**src/hw/timer2_pkg.sv**
```systemverilog
// package: register map, field positions, timing counts and state of the timer two block
package timer2_pkg;
    // register addresses in special function register space
    localparam logic [7:0] CTRL_ADDR = 8'hc8;
    localparam logic [7:0] MODE_ADDR = 8'hc9;
    localparam logic [7:0] RELOAD_LO_ADDR = 8'hca;
    localparam logic [7:0] RELOAD_HI_ADDR = 8'hcb;
    localparam logic [7:0] COUNT_LO_ADDR = 8'hcc;
    localparam logic [7:0] COUNT_HI_ADDR = 8'hcd;
    // timer_two_control bit positions
    localparam int unsigned OVF_BIT = 7;
    localparam int unsigned EXT_BIT = 6;
    localparam int unsigned RCLK_BIT = 5;
    localparam int unsigned TRANSMIT_CLOCK_SELECT_BIT = 4;
    localparam int unsigned EXEN_BIT = 3;
    localparam int unsigned RUN_BIT = 2;
    localparam int unsigned SRC_BIT = 1;
    localparam int unsigned CPRL_BIT = 0;
    // timer_two_mode bit positions
    localparam int unsigned OUT_EN_BIT = 1;
    localparam int unsigned UPDN_BIT = 0;
    // reset values
    localparam logic [7:0] CTRL_RESET = 8'h00;
    localparam logic [1:0] MODE_RESET = 2'h0;
    localparam logic [15:0] COUNT_RESET = 16'h0000;
    localparam logic [15:0] RELOAD_RESET = 16'h0000;
    localparam logic [15:0] COUNT_MAX = 16'hffff;
    // oscillator periods per machine cycle and per state time
    localparam int unsigned OSC_PER_MACHINE = 12;
    localparam int unsigned OSC_PER_STATE = 2;
    localparam logic [3:0] MACHINE_LAST = 4'(OSC_PER_MACHINE - 1);
    // phase of the machine cycle at which pins are sampled and the count updates
    localparam logic [3:0] SAMPLE_PHASE = 4'h9;
    localparam logic [3:0] UPDATE_PHASE = 4'h2;

    typedef struct packed {
        logic [7:0] ctrl;
        logic [1:0] mode;
        logic [15:0] reload;
        logic [15:0] count;
        logic [3:0] phase;
        logic cnt_smp;
        logic trg_smp;
        logic cnt_pend;
        logic trg_pend;
        logic rx_tick;
        logic tx_tick;
        logic [7:0] rdata;
    } timer2_state_t;
endpackage

```
**src/hw/timer2_capture_reload_counter.sv**
```systemverilog
// timer two: 16-bit capture / auto-reload / baud clock counter behind the sfr port
//
// Contract
// - Timer function increments the 16-bit count once per twelve-period machine cycle.
// - Counter function samples count pin per machine cycle; counts a high-then-low pair.
// - Incremented value shows in the machine cycle after the detecting one.
// - External events counted at most once per twenty-four oscillator periods.
// - Run clear is off; serial selects give baud mode; else capture or reload.
// - Overflow flag set on overflow, cleared by software, never in baud mode.
// - External flag set by enabled trigger edge capture or reload; software clears it.
// - Interrupt request from flags when enabled; external flag silent in up/down mode.
// - Receive clock select picks this overflow, else the other timer's overflow.
// - Transmit clock select picks this overflow, else the other timer's overflow.
// - Trigger enable lets edges capture or reload, not while clocking the serial port.
// - Run control starts the timer when one, stops it when zero.
// - Count source select: zero machine-cycle timing, one external falling edges.
// - Capture select one captures on edges; zero reloads on overflow and edges.
// - In baud mode capture select is ignored and overflow always reloads.
// - Capture mode: edge copies count to capture pair and sets external flag.
// - Up/down enable resets to zero; when set trigger pin level gives direction.
// - Up-only reload mode counts to 0ffffh and flags the overflow.
// - Auto-reload loads the capture/reload pair into the count.
// - Down count underflows at reload pair, flags it and loads 0ffffh.
// - In up/down mode external flag toggles on each wrap, as a seventeenth bit.
// - Baud mode with internal timing increments every state time, two periods.
`timescale 1ns/1ps
`default_nettype none

module timer2_capture_reload_counter
    import timer2_pkg::*;
(
    input wire logic ref_clk,
    input wire logic resetn,
    input wire logic [7:0] sfr_addr,
    input wire logic [7:0] sfr_wdata,
    input wire logic sfr_wr,
    output logic [7:0] sfr_rdata,
    input wire logic external_count_input,
    input wire logic trigger_direction_pin,
    input wire logic timer_irq_enable,
    input wire logic other_timer_overflow,
    output logic timer_irq,
    output logic rx_clock_tick,
    output logic tx_clock_tick
);

    ////////////////////////////////////////////////////////////////////////////////
    // decode helpers

    // baud clock generation is selected by either serial clock select
    function automatic logic baud_sel(input logic [7:0] c);
        baud_sel = c[RCLK_BIT] | c[TRANSMIT_CLOCK_SELECT_BIT];
    endfunction

    // up/down counting applies only in plain auto-reload mode
    function automatic logic updn_sel(input logic [7:0] c, input logic [1:0] m);
        updn_sel = m[UPDN_BIT] & ~baud_sel(c) & ~c[CPRL_BIT];
    endfunction

    // read view of one register; unmapped addresses read as zero
    function automatic logic [7:0] read_mux(input logic [7:0] a, input timer2_state_t s);
        case (a)
            CTRL_ADDR: begin
                read_mux = s.ctrl;
            end
            MODE_ADDR: begin
                read_mux = {6'h00, s.mode};
            end
            RELOAD_LO_ADDR: begin
                read_mux = s.reload[7:0];
            end
            RELOAD_HI_ADDR: begin
                read_mux = s.reload[15:8];
            end
            COUNT_LO_ADDR: begin
                read_mux = s.count[7:0];
            end
            COUNT_HI_ADDR: begin
                read_mux = s.count[15:8];
            end
            default: begin
                read_mux = 8'h00;
            end
        endcase
    endfunction

    ////////////////////////////////////////////////////////////////////////////////
    // state

    timer2_state_t st_r;
    timer2_state_t st_nxt;

    // machine cycle strobes
    logic phase_last;
    logic sample_now;
    logic update_now;
    logic state_tick;

    // mode decode
    logic baud;
    logic updn;
    logic run;

    // counting events
    logic cnt_edge;
    logic trg_edge;
    logic tick;
    logic trig;
    logic down;
    logic at_max;
    logic at_reload;
    logic ovf;
    logic unf;
    logic wrap;
    logic own_tick;
    logic irq_src;

    // combinational next value of every field
    always_comb begin
        st_nxt = st_r;

        // machine cycle prescaler from the oscillator clock
        phase_last = (st_r.phase == MACHINE_LAST);
        if (phase_last) begin
            st_nxt.phase = 4'h0;
        end else begin
            st_nxt.phase = st_r.phase + 4'h1;
        end
        sample_now = (st_r.phase == SAMPLE_PHASE);
        update_now = (st_r.phase == UPDATE_PHASE);
        state_tick = st_r.phase[0];

        baud = baud_sel(st_r.ctrl);
        updn = updn_sel(st_r.ctrl, st_r.mode);
        run = st_r.ctrl[RUN_BIT];

        ////////////////////////////////////////////////////////////////////////////////
        // pin sampling; a pending edge is applied in the next machine cycle
        cnt_edge = st_r.cnt_smp & ~external_count_input;
        trg_edge = st_r.trg_smp & ~trigger_direction_pin;
        if (update_now) begin
            st_nxt.cnt_pend = 1'b0;
            st_nxt.trg_pend = 1'b0;
        end
        if (sample_now) begin
            st_nxt.cnt_smp = external_count_input;
            st_nxt.trg_smp = trigger_direction_pin;
            if (cnt_edge) begin
                st_nxt.cnt_pend = 1'b1;
            end
            if (trg_edge) begin
                st_nxt.trg_pend = 1'b1;
            end
        end

        ////////////////////////////////////////////////////////////////////////////////
        // count tick source
        if (st_r.ctrl[SRC_BIT]) begin
            tick = run & update_now & st_r.cnt_pend;
        end else if (baud) begin
            tick = run & state_tick;
        end else begin
            tick = run & update_now;
        end
        trig = run & update_now & st_r.trg_pend & st_r.ctrl[EXEN_BIT];

        down = updn & ~trigger_direction_pin;
        at_max = (st_r.count == COUNT_MAX);
        at_reload = (st_r.count == st_r.reload);
        ovf = tick & ~down & at_max;
        unf = tick & down & at_reload;
        wrap = ovf | unf;

        ////////////////////////////////////////////////////////////////////////////////
        // software writes to the control register; hardware sets below win
        if (sfr_wr && sfr_addr == CTRL_ADDR) begin
            st_nxt.ctrl = sfr_wdata;
        end

        ////////////////////////////////////////////////////////////////////////////////
        // counting; a software count write in the same cycle wins over this update
        if (tick) begin
            if (down) begin
                if (unf) begin
                    st_nxt.count = COUNT_MAX;
                end else begin
                    st_nxt.count = st_r.count - 16'h0001;
                end
            end else if (ovf) begin
                if (baud || !st_r.ctrl[CPRL_BIT]) begin
                    st_nxt.count = st_r.reload;
                end else begin
                    // capture mode wraps to zero on overflow
                    st_nxt.count = COUNT_RESET;
                end
            end else begin
                st_nxt.count = st_r.count + 16'h0001;
            end
        end

        ////////////////////////////////////////////////////////////////////////////////
        // flag updates
        if (wrap && !baud) begin
            st_nxt.ctrl[OVF_BIT] = 1'b1;
        end
        if (wrap && updn) begin
            st_nxt.ctrl[EXT_BIT] = ~st_r.ctrl[EXT_BIT];
        end

        ////////////////////////////////////////////////////////////////////////////////
        // trigger edge actions
        // in baud mode an edge only sets the flag, so the pin serves as an extra interrupt
        if (trig && !updn) begin
            st_nxt.ctrl[EXT_BIT] = 1'b1;
            if (!baud) begin
                if (st_r.ctrl[CPRL_BIT]) begin
                    st_nxt.reload = st_r.count;
                end else begin
                    st_nxt.count = st_r.reload;
                end
            end
        end

        ////////////////////////////////////////////////////////////////////////////////
        // software writes to the data registers
        if (sfr_wr) begin
            case (sfr_addr)
                MODE_ADDR: begin
                    st_nxt.mode = sfr_wdata[1:0];
                end
                RELOAD_LO_ADDR: begin
                    st_nxt.reload[7:0] = sfr_wdata;
                end
                RELOAD_HI_ADDR: begin
                    st_nxt.reload[15:8] = sfr_wdata;
                end
                COUNT_LO_ADDR: begin
                    st_nxt.count[7:0] = sfr_wdata;
                end
                COUNT_HI_ADDR: begin
                    st_nxt.count[15:8] = sfr_wdata;
                end
                default: begin
                end
            endcase
        end

        ////////////////////////////////////////////////////////////////////////////////
        // serial port clock selection
        own_tick = baud & ovf;
        if (st_r.ctrl[RCLK_BIT]) begin
            st_nxt.rx_tick = own_tick;
        end else begin
            st_nxt.rx_tick = other_timer_overflow;
        end
        if (st_r.ctrl[TRANSMIT_CLOCK_SELECT_BIT]) begin
            st_nxt.tx_tick = own_tick;
        end else begin
            st_nxt.tx_tick = other_timer_overflow;
        end

        ////////////////////////////////////////////////////////////////////////////////
        // read data, one cycle after the address
        st_nxt.rdata = read_mux(sfr_addr, st_r);
    end

    // one register stage holds every field; the prescaler phase starts from zero
    always_ff @(posedge ref_clk or negedge resetn) begin
        if (!resetn) begin
            st_r.ctrl <= CTRL_RESET;
            st_r.mode <= MODE_RESET;
            st_r.reload <= RELOAD_RESET;
            st_r.count <= COUNT_RESET;
            st_r.phase <= 4'h0;
            st_r.cnt_smp <= 1'b0;
            st_r.trg_smp <= 1'b0;
            st_r.cnt_pend <= 1'b0;
            st_r.trg_pend <= 1'b0;
            st_r.rx_tick <= 1'b0;
            st_r.tx_tick <= 1'b0;
            st_r.rdata <= 8'h00;
        end else begin
            st_r <= st_nxt;
        end
    end

    ////////////////////////////////////////////////////////////////////////////////
    // outputs

    assign sfr_rdata = st_r.rdata;
    assign rx_clock_tick = st_r.rx_tick;
    assign tx_clock_tick = st_r.tx_tick;
    // interrupt request level; the external flag is a count bit in up/down mode
    assign irq_src = st_r.ctrl[OVF_BIT] | (st_r.ctrl[EXT_BIT] & ~st_r.mode[UPDN_BIT]);
    assign timer_irq = timer_irq_enable & irq_src;

endmodule

`default_nettype wire

```
**config.mk**
```make
export PLATFORM = sky130hd
export DESIGN_NAME = timer2_capture_reload_counter
export DESIGN_NICKNAME = d
export VERILOG_FILES = /design/src/hw/timer2_pkg.sv /design/src/hw/timer2_capture_reload_counter.sv
export SDC_FILE = /design/constraint.sdc
export NUM_CORES = 1
export LEC_CHECK = 0
export BUFFER_PORTS_ARGS = -buffer_cell sky130_fd_sc_hd__buf_2
export CORE_ASPECT_RATIO = 2
export CORE_MARGIN = 5
export CORE_UTILIZATION = 60
export CTS_CLUSTER_DIAMETER = 50
export CTS_CLUSTER_SIZE = 14
export DETAILED_ROUTE_END_ITERATION = 16
export PLACE_DENSITY = 0.78
export REMOVE_ABC_BUFFERS = 1
export SLEW_MARGIN = 0
export SYNTH_ARGS = -nofsm -noshare
export SYNTH_HDL_FRONTEND = slang
export SYNTH_SLANG_ARGS = --single-unit
```
**constraint.sdc**
```tcl
create_clock -name ref_clk -period 3.4 [get_ports ref_clk]
set_clock_uncertainty 0.2 [all_clocks]
set_input_delay 0.51 -clock ref_clk [delete_from_list [all_inputs] [get_ports ref_clk]]
set_output_delay 0.51 -clock ref_clk [all_outputs]
set_load 0.005 [all_outputs]
```
==> metrics.md <==
| Metric | Value |
|---|---|
| Element type at the critical path start | `flop` |
| Clock Latency Late Sink | `0.34 ns` |
| Power per cell area | `427 nW/µm²` |
| Die H | `131 µm` |
| Unique cell type count in the Yosys netlist | `67` |
| Number of enable flip-flop cells after synthesis | `0` |
| Diode count | `0` |
| I/O pins | `34` |
| Hold WC Path Type | `input port to flop` |
| Deepest clock path buffer count | `2` |
| Run status | `completed` |
| Final net count | `568` |
| Max Fclk | `355 MHz` |
| Htree depth | `3` |
| Setup TNS | `0 ns` |
| IO Port Bufs | `33` |
| Lkg Pwr | `2.01 nW` |
| Seq/Total Area, Yosys | `0.343` |
| Gr usage total | `0.357` |
| Post-DP HPWL | `11500 µm` |
| Die Area | `9200 µm²` |
| R2R setup slack | `0.58 ns` |
| Asr flop ratio synth | `1.00` |
| Clock sink count | `60` |
| WP data arrival | `2.83 ns` |
| Post-CTS setup buffers | `0` |
| Vias post-DR | `4440` |
| CP Data Required Time | `3.41 ns` |
| Pre-antenna DRT Iters | `5` |
| Main area contributors after synthesis | `dfrtp_1 34%, xor2_1 4.6%, mux2i_1 4.6%, o21ai_0 4.6%, nand2_1 3.9%` |
| Crit Reg-Reg Startpoint | `st_r[56]$_DFFE_PN0P_` |
| CTS clk-pin slew, worst paths | `0.05 ns` |
| Starting DRT DRC Count | `568` |
| Slew at the pin closest to its max-slew limit | `0.749 ns` |
| Register-to-Register Path Depth | `7` |
| Core area | `7210 µm²` |
| Syn Inst Count | `515` |
| Top cells by count, synth | `60 x dfrtp_1, 46 x nand2_1, 40 x o21ai_0, 33 x nor2_1, 29 x a21oi_1` |
| Crit path kind | `flop to flop` |
| CTS hold repair buffers | `1` |
| Post-DP Area | `4620 µm²` |
| Top-count cell post-synth | `dfrtp_1` |
| Yosys top cell area share | `0.343` |
| Setup violators final | `0` |
| Synth Cell Area | `4380 µm²` |
| Via-per-instance ratio | `6.97` |
| Die X | `70.4 µm` |
| Num CTS Buffers | `9` |
| Max FO, Critical Path | `12` |
| Wire per inst | `24.7 µm` |
| Slew headroom | `0.499` |
| Layout cells sized above 1 | `0.189` |
| CP Capture Type | `flop` |
| First-pass GRT wire length | `24400 µm` |
| Starting density of the core | `0.607` |
| Initial antenna violation count | `0` |
| Post-CTS Resized | `0` |
| Vias in the first global route | `4401` |
| Main flop type after synthesis | `dfrtp_1` |
| Clock root cell | `clkbuf_16` |
| Layout area overhead | `12.1%` |
| GRT overflow | `0` |
| Mean Syn Cell Area | `8.50 µm²` |
| Pin count of the biggest net entering global routing | `37` |
| Synth warn | `0` |
| Hold_sp | `other_timer_overflow` |
| Fin. Hold Viols | `0` |
| DR DRC count | `0` |
| Register area | `1500 µm²` |
| Routed wire length | `15700 µm` |
| Final instance area | `4900 µm²` |
| RSZ-0062 raised after global routing | `false` |
| Maxcap violations | `0` |
| Hold Path End | `rx_clock_tick$_DFF_PN0_` |
| Tmin final | `2.82 ns` |
| Max Slew Vio Count | `0` |
| Worst hold stages | `2` |
| TritonCTS clock tree | `built` |
| Area leader, netlist | `dfrtp_1` |
| Final period utilization | `0.830` |
| Max VDD drop | `438 µV` |
| Multi-input gate area | `2620 µm²` |
| Cell Rows | `44` |
| #FFs+latches synth | `60` |
| FILL cells | `624` |
| Final antenna-violating net count | `0` |
| RePlAce Congestion | `1.15` |
| RR Endpoint | `st_r[58]$_DFFE_PN0P_` |
-- flip-flops by register name, summed over array words and instances, names as in the netlist --
register,count
tx_clock_tick,1
sfr_rdata,8
run,1
st_r,49
rx_clock_tick,1
-- through the flow --
step / utilization / instances / total power, mW / hold WS [ns] / setup WS, ns
6_report: 0.680 / 637 / 2.09 / 0.232 / 0.579
2_1_floorplan: - / 471 / 1.06 / 0.0144 / 0.791
5_1_grt: 0.680 / 637 / 2.17 / 0.231 / 0.486
3_5_place_dp: 0.640 / 620 / 1.23 / 0.285 / 0.656
3_3_place_gp: 0.640 / 620 / 1.22 / 0.273 / 0.674
4_1_cts: 0.680 / 637 / 2.09 / 0.222 / 0.636
-- placed cells by master (no fill, tap or decap), types with 9 or more instances in the layout --
cell type / instances
mux2i_1: 20
a22oi_1: 17
buf_4: 24
a21oi_1: 29
inv_1: 10
nand4_1: 12
nand3_1: 25
and3_1: 9
buf_2: 33
nand2_1: 46
dfrtp_1: 60
clkbuf_16: 9
or3_1: 10
nor2_1: 33
xor2_1: 23
nor4_1: 9
o21ai_0: 40
mux2_2: 14
-- how the worst max path moves through the flow --
stage | start | endpoint | slack, ns | cells after the start
floorplan | st_r[18]$_DFF_PN0_ | st_r[58]$_DFFE_PN0P_ | 0.79 | 7
CTS | st_r[56]$_DFFE_PN0P_ | st_r[58]$_DFFE_PN0P_ | 0.64 | 7
finish | st_r[56]$_DFFE_PN0P_ | st_r[58]$_DFFE_PN0P_ | 0.58 | 7
global route | st_r[14]$_DFF_PN0_ | st_r[21]$_DFF_PN0_ | 0.49 | 8
global placement | st_r[56]$_DFFE_PN0P_ | st_r[58]$_DFFE_PN0P_ | 0.67 | 7
detailed placement | st_r[56]$_DFFE_PN0P_ | st_r[58]$_DFFE_PN0P_ | 0.66 | 7
-- worst max-delay path: stages, from the launching register on --
cell and delay [ns]:
dfrtp_1 0.54, or4b_1 0.64, nor2_2 0.26, o21ai_1 0.11, buf_4 0.20, or2_1 0.26, o2111a_1 0.12, or3_1 0.37
-- power breakdown --
| group | switching (mW) | internal (mW) | leakage, nW |
|---|---|---|---|
| logic | 0.206 | 0.154 | 1.15 |
| clock network | 0.365 | 0.496 | 0.132 |
| registers | 0.112 | 0.762 | 0.724 |
-- logic make-up (layout without fill, tap and decap cells) --
logic type                 count (synthesis)  after routing  share of synthesized area
muxes                                     34             34                     0.0818
AOI/OAI and AO/OA                        141            141                      0.206
buffers and inverters                     54             84                     0.0586
DFF                                       60             60                      0.343
and+or+nand+nor                          192            192                      0.238
xor gates and xnor gates                  29             29                     0.0580
adders and majority gates                  5              5                     0.0143
-- layout make-up --
cell class / count / share of cell area
multi-input combinational: 401 / 0.534
inverter: 10 / 0.00766
clock buffer: 9 / 0.0459
timing repair buffer: 58 / 0.0725
tap: 92 / 0.0235
clock inverter: 7 / 0.0105
sequential: 60 / 0.306
-- metal layers --
layer	part of all wire	GRT usage
met5	0	0
met4	0.097	0.289
met3	0.077	0.0735
met2	0.49	0.598
met1	0.34	0.386
Note: power is estimated with default switching activity, not from simulation.
